`src/adc_spi_pkg.sv`:
```
package adc_spi_pkg;

  // ****************************************************************
  // register map of the converter front end
  // ****************************************************************
  localparam int          REG_COUNT          = 27;
  localparam logic [4:0]  REG_CH0_LO         = 5'h02;
  localparam logic [4:0]  REG_CH1_LO         = 5'h05;
  localparam logic [4:0]  REG_FIRST_WRITABLE = 5'h06;
  localparam logic [4:0]  REG_STATUS         = 5'h0A;
  localparam logic [4:0]  REG_LAST           = 5'h1A;
  localparam logic [4:0]  MAP_FIRST          = 5'h00;

  // register groups, first and last address of each
  localparam logic [4:0]  GRP_FIRST [0:6] = '{5'h00, 5'h03, 5'h06, 5'h0A, 5'h0E, 5'h14, 5'h1A};
  localparam logic [4:0]  GRP_LAST  [0:6] = '{5'h02, 5'h05, 5'h09, 5'h0D, 5'h13, 5'h19, 5'h1A};

  // register types: channel data, then configuration
  localparam logic [4:0]  TYPE_DATA_LAST     = 5'h05;

  // ****************************************************************
  // comm_status_config byte fields and reset value
  // ****************************************************************
  localparam int          LOOP_MSB           = 7;
  localparam int          LOOP_LSB           = 6;
  localparam int          WINC_BIT           = 5;
  localparam int          WIDTH_MSB          = 4;
  localparam int          WIDTH_LSB          = 3;
  localparam logic [7:0]  STATUS_RESET       = 8'hA0;

  localparam logic [1:0]  LOOP_HOLD          = 2'h0;
  localparam logic [1:0]  LOOP_GROUP         = 2'h1;
  localparam logic [1:0]  LOOP_TYPE          = 2'h2;
  localparam logic [1:0]  LOOP_MAP           = 2'h3;
  localparam logic [1:0]  WIDTH_ALL16        = 2'h0;
  localparam logic [1:0]  WIDTH_ALL24        = 2'h3;

  // ****************************************************************
  // control byte layout
  // ****************************************************************
  localparam int          CTRL_DEV_MSB       = 7;
  localparam int          CTRL_DEV_LSB       = 6;
  localparam int          CTRL_REG_MSB       = 5;
  localparam int          CTRL_REG_LSB       = 1;
  localparam int          CTRL_RW_BIT        = 0;
  localparam logic [1:0]  DEV_ADDR_DEFAULT   = 2'h0;
  localparam logic [2:0]  SYNC_RESET         = 3'h4;

  // ****************************************************************
  // host controller registers and timing
  // ****************************************************************
  localparam logic [3:0]  HOST_REG_CTRL      = 4'h0;
  localparam logic [3:0]  HOST_REG_LEN       = 4'h1;
  localparam logic [3:0]  HOST_REG_TX        = 4'h2;
  localparam logic [3:0]  HOST_REG_RX        = 4'h3;
  localparam logic [3:0]  HOST_REG_STAT      = 4'h4;
  localparam logic [3:0]  HOST_REG_MODE      = 4'h5;
  localparam logic [3:0]  SCK_HALF_LAST      = 4'h7;

  // ****************************************************************
  // state encodings
  // ****************************************************************
  typedef enum logic [4:0] {
    ST_IDLE  = 5'h01,
    ST_CTRL  = 5'h02,
    ST_READ  = 5'h04,
    ST_WRITE = 5'h08,
    ST_SKIP  = 5'h10
  } dev_state_t;

  typedef enum logic [5:0] {
    H_IDLE = 6'h01,
    H_LEAD = 6'h02,
    H_LOW  = 6'h04,
    H_HIGH = 6'h08,
    H_WAIT = 6'h10,
    H_TAIL = 6'h20
  } host_state_t;

endpackage

```
`src/spi_link_if.sv`:
```
`timescale 1ns/10ps
interface spi_link_if;
  logic cs_n;
  logic sck;
  logic sdi;
  logic sdo_o;
  logic sdo_oe;
  logic sdo;

  // released line reads high, as with a pull-up
  assign sdo = sdo_oe ? sdo_o : 1'h1;

  modport device (input cs_n, input sck, input sdi, output sdo_o, output sdo_oe);
  modport host   (output cs_n, output sck, output sdi, input sdo);
endinterface

```
`src/adc_spi_device.sv`:
```
// Our own choices: the placing of the registers and the strobed register port.
`timescale 1ns/10ps
// What this block does
// - modes 0,0 and 1,1: shift fall, sample rise
// - chip select frames each independent transaction
// - select high: output released, inputs ignored
// - host sends control byte first, then bytes
// - control byte: device, register, direction fields
// - act only when device address matches
// - undefined address reads return zero bytes
// - undefined address writes change nothing
// - read starts at given address, then loops
// - write increment wraps to first writable
// - increment off: all bytes one address
// - non-writable register writes change nothing
// - output released during whole write
// - host changes clock polarity only deselected
// - channel results read as consecutive bytes
// - pulse ready output low on new data
// - hard reset restores all default values
// - loop codes: hold, group, type, map
// - sixteen-bit width skips unused low byte
module adc_spi_device
  import adc_spi_pkg::*;
#(
  parameter logic [1:0] DEV_ADDR = DEV_ADDR_DEFAULT
) (
  input  wire logic        clock,
  input  wire logic        reset_n,
  spi_link_if.device       link,
  input  wire logic        sample_valid,
  input  wire logic [23:0] ch0_sample,
  input  wire logic [23:0] ch1_sample,
  output logic             conv_ready_pulse_n,
  output logic [7:0]       comm_status_config
);

  // ****************************************************************
  // address sequencing
  // ****************************************************************

  // next read address, taken as a byte is loaded to go out
  function automatic logic [4:0] next_read(
    input logic [4:0] a,
    input logic [1:0] loop,
    input logic [1:0] width
  );
    logic [4:0] lo;
    logic [4:0] hi;
    logic [4:0] n;
    lo = MAP_FIRST;
    hi = REG_LAST;
    n  = a;
    // bounds of the set the counter loops in
    if (loop == LOOP_GROUP) begin
      for (int i = 6; i >= 0; i--) begin
        if (a <= GRP_LAST[i]) begin
          lo = GRP_FIRST[i];
          hi = GRP_LAST[i];
        end
      end
    end else if (loop == LOOP_TYPE) begin
      lo = (a <= TYPE_DATA_LAST) ? MAP_FIRST : REG_FIRST_WRITABLE;
      hi = (a <= TYPE_DATA_LAST) ? TYPE_DATA_LAST : REG_LAST;
    end
    n = a + 5'h01;
    // short channels have no low byte to fetch
    if (n == REG_CH0_LO && width == WIDTH_ALL16) begin
      n = n + 5'h01;
    end
    if (n == REG_CH1_LO && width != WIDTH_ALL24) begin
      n = n + 5'h01;
    end
    if (n > hi) begin
      n = lo;
    end
    // hold code, and undefined addresses, stay put
    if (loop == LOOP_HOLD || a > REG_LAST) begin
      n = a;
    end
    return n;
  endfunction

  // ****************************************************************
  // pin synchronisers and edge detection
  // ****************************************************************
  logic [2:0]  sync1_r;
  logic [2:0]  sync2_r;
  logic        sck_prev_r;
  wire  logic  cs_n_s;
  wire  logic  sck_s;
  wire  logic  sdi_s;
  wire  logic  sck_rise;
  wire  logic  sck_fall;

  // two flops on select, clock and data in
  always_ff @(posedge clock or negedge reset_n) begin
    if (!reset_n) begin
      sync1_r    <= SYNC_RESET;
      sync2_r    <= SYNC_RESET;
      sck_prev_r <= 1'h0;
    end else begin
      sync1_r    <= {link.cs_n, link.sck, link.sdi};
      sync2_r    <= sync1_r;
      sck_prev_r <= sync2_r[1];
    end
  end

  assign cs_n_s   = sync2_r[2];
  assign sck_s    = sync2_r[1];
  assign sdi_s    = sync2_r[0];
  // edges only count while selected
  assign sck_rise = !cs_n_s && sck_s && !sck_prev_r;
  assign sck_fall = !cs_n_s && !sck_s && sck_prev_r;

  // ****************************************************************
  // transaction state
  // ****************************************************************
  dev_state_t  state_r;
  dev_state_t  state_nxt;
  logic [2:0]  bit_cnt_r;
  logic [7:0]  in_sh_r;
  logic [7:0]  out_sh_r;
  logic [4:0]  addr_r;
  logic        driving_r;
  logic [7:0]  regs_r [REG_COUNT];

  wire  logic [7:0] in_byte;
  wire  logic       byte_done;
  wire  logic       dev_hit;
  wire  logic       is_read;
  wire  logic [4:0] ctrl_addr;
  wire  logic       writable;
  wire  logic [7:0] read_byte;
  wire  logic [1:0] loop_sel;
  wire  logic [1:0] width_sel;
  wire  logic       write_inc;
  wire  logic [4:0] rd_next;
  wire  logic [4:0] wr_next;
  wire  logic       load_out;
  wire  logic       write_now;

  // decode of the byte being shifted in
  assign in_byte   = {in_sh_r[6:0], sdi_s};
  assign byte_done = sck_rise && (bit_cnt_r == 3'h7);
  assign dev_hit   = in_byte[CTRL_DEV_MSB:CTRL_DEV_LSB] == DEV_ADDR;
  assign is_read   = in_byte[CTRL_RW_BIT];
  assign ctrl_addr = in_byte[CTRL_REG_MSB:CTRL_REG_LSB];

  // map properties of the current address
  assign writable  = (addr_r >= REG_FIRST_WRITABLE) && (addr_r <= REG_LAST);
  assign read_byte = (addr_r <= REG_LAST) ? regs_r[addr_r] : 8'h00;

  // looping settings live in the status byte
  assign loop_sel  = regs_r[REG_STATUS][LOOP_MSB:LOOP_LSB];
  assign width_sel = regs_r[REG_STATUS][WIDTH_MSB:WIDTH_LSB];
  assign write_inc = regs_r[REG_STATUS][WINC_BIT];
  assign rd_next   = next_read(addr_r, loop_sel, width_sel);
  assign wr_next   = !write_inc ? addr_r :
                     (addr_r == REG_LAST) ? REG_FIRST_WRITABLE :
                     addr_r + 5'h01;

  // a read byte is loaded at a falling edge on a byte boundary
  assign load_out  = sck_fall && (state_r == ST_READ) && (bit_cnt_r == 3'h0);
  assign write_now = byte_done && (state_r == ST_WRITE) && writable;

  // next transaction state
  always_comb begin
    state_nxt = state_r;
    if (cs_n_s) begin
      state_nxt = ST_IDLE;
    end else begin
      unique case (state_r)
        ST_IDLE: begin
          state_nxt = ST_CTRL;
        end
        ST_CTRL: begin
          if (byte_done) begin
            state_nxt = !dev_hit ? ST_SKIP : (is_read ? ST_READ : ST_WRITE);
          end
        end
        ST_READ, ST_WRITE, ST_SKIP: begin
          state_nxt = state_r;
        end
      endcase
    end
  end

  // state, bit count and input shifter
  always_ff @(posedge clock or negedge reset_n) begin
    if (!reset_n) begin
      state_r   <= ST_IDLE;
      bit_cnt_r <= 3'h0;
      in_sh_r   <= 8'h00;
    end else begin
      state_r <= state_nxt;
      if (state_r == ST_IDLE) begin
        bit_cnt_r <= 3'h0;
      end else if (sck_rise) begin
        bit_cnt_r <= bit_cnt_r + 3'h1;
      end
      if (sck_rise) begin
        in_sh_r <= in_byte;
      end
    end
  end

  // internal address counter
  always_ff @(posedge clock or negedge reset_n) begin
    if (!reset_n) begin
      addr_r <= 5'h00;
    end else if (state_r == ST_CTRL && byte_done) begin
      addr_r <= ctrl_addr;
    end else if (load_out) begin
      addr_r <= rd_next;
    end else if (write_now) begin
      addr_r <= wr_next;
    end
  end

  // ****************************************************************
  // serial output
  // ****************************************************************

  // load a new byte or shift, msb first
  always_ff @(posedge clock or negedge reset_n) begin
    if (!reset_n) begin
      out_sh_r  <= 8'h00;
      driving_r <= 1'h0;
    end else begin
      if (load_out) begin
        out_sh_r <= read_byte;
      end else if (sck_fall && state_r == ST_READ) begin
        out_sh_r <= {out_sh_r[6:0], 1'h0};
      end
      if (state_r != ST_READ) begin
        driving_r <= 1'h0;
      end else if (load_out) begin
        driving_r <= 1'h1;
      end
    end
  end

  assign link.sdo_o  = out_sh_r[7];
  // drive only during a selected read
  assign link.sdo_oe = driving_r && (state_r == ST_READ) && !cs_n_s;

  // ****************************************************************
  // register storage and conversion ready
  // ****************************************************************

  // channel data from the converter, settings from the link
  always_ff @(posedge clock or negedge reset_n) begin
    if (!reset_n) begin
      for (int i = 0; i < REG_COUNT; i++) begin
        regs_r[i] <= 8'h00;
      end
      regs_r[REG_STATUS] <= STATUS_RESET;
    end else begin
      if (sample_valid) begin
        regs_r[0] <= ch0_sample[23:16];
        regs_r[1] <= ch0_sample[15:8];
        regs_r[2] <= ch0_sample[7:0];
        regs_r[3] <= ch1_sample[23:16];
        regs_r[4] <= ch1_sample[15:8];
        regs_r[5] <= ch1_sample[7:0];
      end
      if (write_now) begin
        regs_r[addr_r] <= in_byte;
      end
    end
  end

  // one-cycle low pulse per new sample
  always_ff @(posedge clock or negedge reset_n) begin
    if (!reset_n) begin
      conv_ready_pulse_n <= 1'h1;
    end else begin
      conv_ready_pulse_n <= !sample_valid;
    end
  end

  assign comm_status_config = regs_r[REG_STATUS];

endmodule

```
`src/flat_wrapper.sv`:
```
// flat-port wrapper written by rule: the top's interface ports become plain ports
module adc_spi_device_flat import adc_spi_pkg::*;
#(
  parameter logic [1:0] DEV_ADDR = DEV_ADDR_DEFAULT
)
  (clock, reset_n, sample_valid, ch0_sample, ch1_sample, conv_ready_pulse_n, comm_status_config, link_cs_n, link_sck, link_sdi, link_sdo_o, link_sdo_oe);
  spi_link_if link_i ();
  input  wire logic clock;
  input  wire logic reset_n;
  input  wire logic sample_valid;
  input  wire logic [23:0] ch0_sample;
  input  wire logic [23:0] ch1_sample;
  output logic conv_ready_pulse_n;
  output logic [7:0] comm_status_config;
  input wire logic [$bits(link_i.cs_n)-1:0] link_cs_n;
  input wire logic [$bits(link_i.sck)-1:0] link_sck;
  input wire logic [$bits(link_i.sdi)-1:0] link_sdi;
  output wire logic [$bits(link_i.sdo_o)-1:0] link_sdo_o;
  output wire logic [$bits(link_i.sdo_oe)-1:0] link_sdo_oe;
  assign link_i.cs_n = link_cs_n;
  assign link_i.sck = link_sck;
  assign link_i.sdi = link_sdi;
  assign link_sdo_o = link_i.sdo_o;
  assign link_sdo_oe = link_i.sdo_oe;
  adc_spi_device #(.DEV_ADDR(DEV_ADDR)) u_core (.clock(clock), .reset_n(reset_n), .link(link_i), .sample_valid(sample_valid), .ch0_sample(ch0_sample), .ch1_sample(ch1_sample), .conv_ready_pulse_n(conv_ready_pulse_n), .comm_status_config(comm_status_config));
endmodule
```
`config.mk`:
```
export PLATFORM = sky130hd
export DESIGN_NAME = adc_spi_device_flat
export DESIGN_NICKNAME = d
export VERILOG_FILES = /design/src/adc_spi_pkg.sv /design/src/spi_link_if.sv /design/src/adc_spi_device.sv /design/src/flat_wrapper.sv
export SDC_FILE = /design/constraint.sdc
export NUM_CORES = 1
export LEC_CHECK = 0
export ABC_AREA = 1
export BUFFER_PORTS_ARGS = -buffer_cell sky130_fd_sc_hd__buf_4
export CAP_MARGIN = 20
export CORE_MARGIN = 10
export CORE_UTILIZATION = 40
export DETAILED_ROUTE_END_ITERATION = 7
export SYNTH_ARGS = -nofsm -noshare
export SYNTH_HDL_FRONTEND = slang
export SYNTH_SLANG_ARGS = --single-unit
```
`constraint.sdc`:
```
create_clock -name clock -period 4.29 [get_ports clock]
set_input_delay 0.429 -clock clock [delete_from_list [all_inputs] [get_ports clock]]
set_output_delay 0.429 -clock clock [all_outputs]
set_load 0.02 [all_outputs]
```
==> qor.yml <==
violations: "negative hold slack"
finalCritPeriodShare: 0.8848
drc: 0
synth_flop_cell: "dfrtp_1"
yosys.area.top_type_share: 0.4930
cap_violations: 0
gr-usage-all-layers: 0.1880
total_power_w: 0.005523
cts.repair.resized: 0
p_int_w: 0.004065
clock_skew_ns: 0.01452
first_iter_violations: 849
grt_pass1_wl_mm: 58.95
netlist_area_um2: 12540
drive_gt1_frac: 0.09715
clockRootBuffer: "clkbuf_16"
portBuffers: 64
cts.reportedPaths.clkPinSlew_ns: 0.06
synth-seq-area-share: 0.5055
wl_per_cell_um: 18.33
coreArea_um2: 30750
dpl.hpwl_mm: 23.87
syn2layout_area_growth_pct: 13.03
synth-edff-count: 0
final-setup-viol-count: 0
grt_overflow: 0
sequentialPowerShare: 0.461
tns_ns: 0
hold_viol: 33
cts_tree: "done"
hold_buffers: 3
die_width_um: 197.0
powerDensity_nw_per_um2: 389.7
syn_nets: 1673
cts_buffers: 28
path_class: "reg -> reg"
clk_latency_ns: 0.55
min_period_ns: 3.796
start_util: 0.4078
routabilityCongestion: 0.8652
cp_max_fo: 18
synthAdderAreaFrac: 0.01896
slew_viol_final: 0
hold_slack_ns: -0.02766
finish.utilization: 0.4609
synthDistinctLibCells: 39
drt-total-wl_mm: 36.88
synthCells: 1600
p_switching_w: 0.001458
fmax_mhz: 263.5
final_nets: 1668
combPwrFrac: 0.091
yosys-top-cells-count: "nand2_1 (382), dfrtp_1 (247), o21ai_0 (224)"
row_count: 64
ys_ff_latch: 253
via_count: 10800
die_area_um2: 38830
die_y_um: 197.0
maxSlewHeadroom: 0.2637
hp-class: "in -> async"
yosys.area_share.xor_xnor: 0.0006985
tightest_slew_ns: 1.103
drtAntennaViolNets: 0
post-synth-top-count-cell: "nand2_1"
vdd_drop_max_v: 0.0002830
clockPowerShare: 0.448
synth.area.mux_share: 0
antenna_found_initial: 0
yosysWarnings: 0
postCtsSetupBuffers: 0
start_kind: "flip-flop"
cp.required_ns: 4.72
status: "finished with violations"
viasPerCell: 5.370
synth_area_leaders: "dfrtp_1 (49%), nand2_1 (11%), o21ai_0 (8.9%)"
first_pass_iters: 5
async_flop_share: 1.000
leakage_nw: 6.537
rsz0062_at_grt: "no"
critPathArrivalTime_ns: 4.23
clockBufferDepth: 3
htree_levels: 1
grt_pass1_vias: 10520
p_sw_frac: 0.2640
grt_start_max_net_pins: 123
synth_compound_area_frac: 0.2072
pin_count: 65
clock-sinks: 253
synth_top_family_by_area: "compound AO/OA/AOI/OAI gates"
antenna_cells: 0
worstSetupEndpointType: "flip-flop"
syn_avg_cell_area_um2: 7.836
yosysTopAreaCell: "dfrtp_1"
yosys.area_share.simple: 0.2038
layer usage:
layer | track usage | routed length [um]
met1 | 0.2632 | 17350
met3 | 0.02981 | 1902
met2 | 0.2947 | 16780
met5 | 0 | 0
met4 | 0.05412 | 846
cells by family (layout without fill, tap and decap cells):
family	Yosys count	in the layout
compound gates	490	490
fa+ha+maj	19	19
xor+xnor	1	1
simple gates	634	634
buf+inv	203	219
flops	253	253
power by group through the flow:
stage               clock, W  combinational (W)  sequential (W)
global placement           0           0.000497         0.00259
finish               0.00247           0.000502         0.00255
floorplan                  0           0.000303         0.00253
global route         0.00262           0.000560         0.00256
detailed placement         0           0.000502         0.00259
CTS                  0.00252           0.000506         0.00255
final timing paths:
kind | start | endpoint | slack (ns) | cells after the start
setup / recovery | u_core.addr_r[1] | u_core.addr_r[1] | 0.49 | 21
hold / removal | reset_n | async pin | -0.03 | 1
setup reg to reg | u_core.addr_r[1] | u_core.addr_r[1] | 0.49 | 21
hold reg to reg | u_core.sync1_r[1] | u_core.sync2_r[1] | 0.34 | 0
max in group asynchronous | reset_n | u_core.conv_ready_pulse_n | 3.27 | 2
min in group clock | ch1_sample[8] | u_core.regs_r[176] | 0.14 | 3
placed cells by master (no fill, tap or decap), drive strengths merged:
cell | synthesis | final
a21oi | 77 | 77
a31oi | 35 | 35
dlygate4sd3 | 0 | 3
nor2 | 184 | 184
clkinv | 2 | 6
nand4 | 12 | 12
clkinvlp | 0 | 2
nand2 | 396 | 396
o21ai | 329 | 329
a21boi | 1 | 1
o41ai | 5 | 5
o21bai | 1 | 1
nand3 | 28 | 28
o311ai | 5 | 5
o31ai | 1 | 1
a22oi | 1 | 1
o211ai | 3 | 3
buf | 17 | 79
dfstp | 6 | 6
clkbuf | 100 | 41
inv | 84 | 85
bufinv | 0 | 3
o21a | 1 | 1
o32ai | 1 | 1
and2 | 1 | 1
ha | 19 | 19
or2 | 1 | 1
o22ai | 29 | 29
xor2 | 1 | 1
nand3b | 2 | 2
dfrtp | 247 | 247
a22o | 1 | 1
nor3 | 10 | 10
critical path: stages (launching register included):
cell,delay (ns)
dfrtp_2,0.55
inv_1,0.22
ha_1,0.29
nand2_1,0.08
nor2_1,0.19
nand4_1,0.11
nand2_1,0.14
ha_1,0.16
inv_1,0.03
o21ai_0,0.29
inv_1,0.09
ha_1,0.31
nand2_1,0.07
inv_1,0.03
o21ai_0,0.13
o211ai_1,0.10
o21ai_0,0.24
inv_1,0.15
o21ai_0,0.30
nand2_1,0.09
nand2_1,0.07
nand2_1,0.04
per-stage QoR:
| step | std cells | instance area [um^2] | worst slack (ns) |
|---|---|---|---|
| final | 2012 | 14170 | 0.4944 |
| after global routing | 2012 | 14170 | 0.06704 |
| after CTS | 2011 | 14140 | 0.5266 |
| after detailed placement | 1957 | 13170 | 0.5379 |
| after global placement | 1957 | 13170 | 0.6207 |
| after floorplan | 1600 | 12540 | 0.5263 |
cell type report:
cell class,instances,area (um^2)
well taps,396,495.5
repair buffers,82,663.1
flip-flops and latches,253,6344
multi-input cells,1144,5399
clock inverters,10,148.9
clock buffers,41,799.5
fillers,3116,16580
inverters,86,322.8
Power figures use the tool's default switching activity.
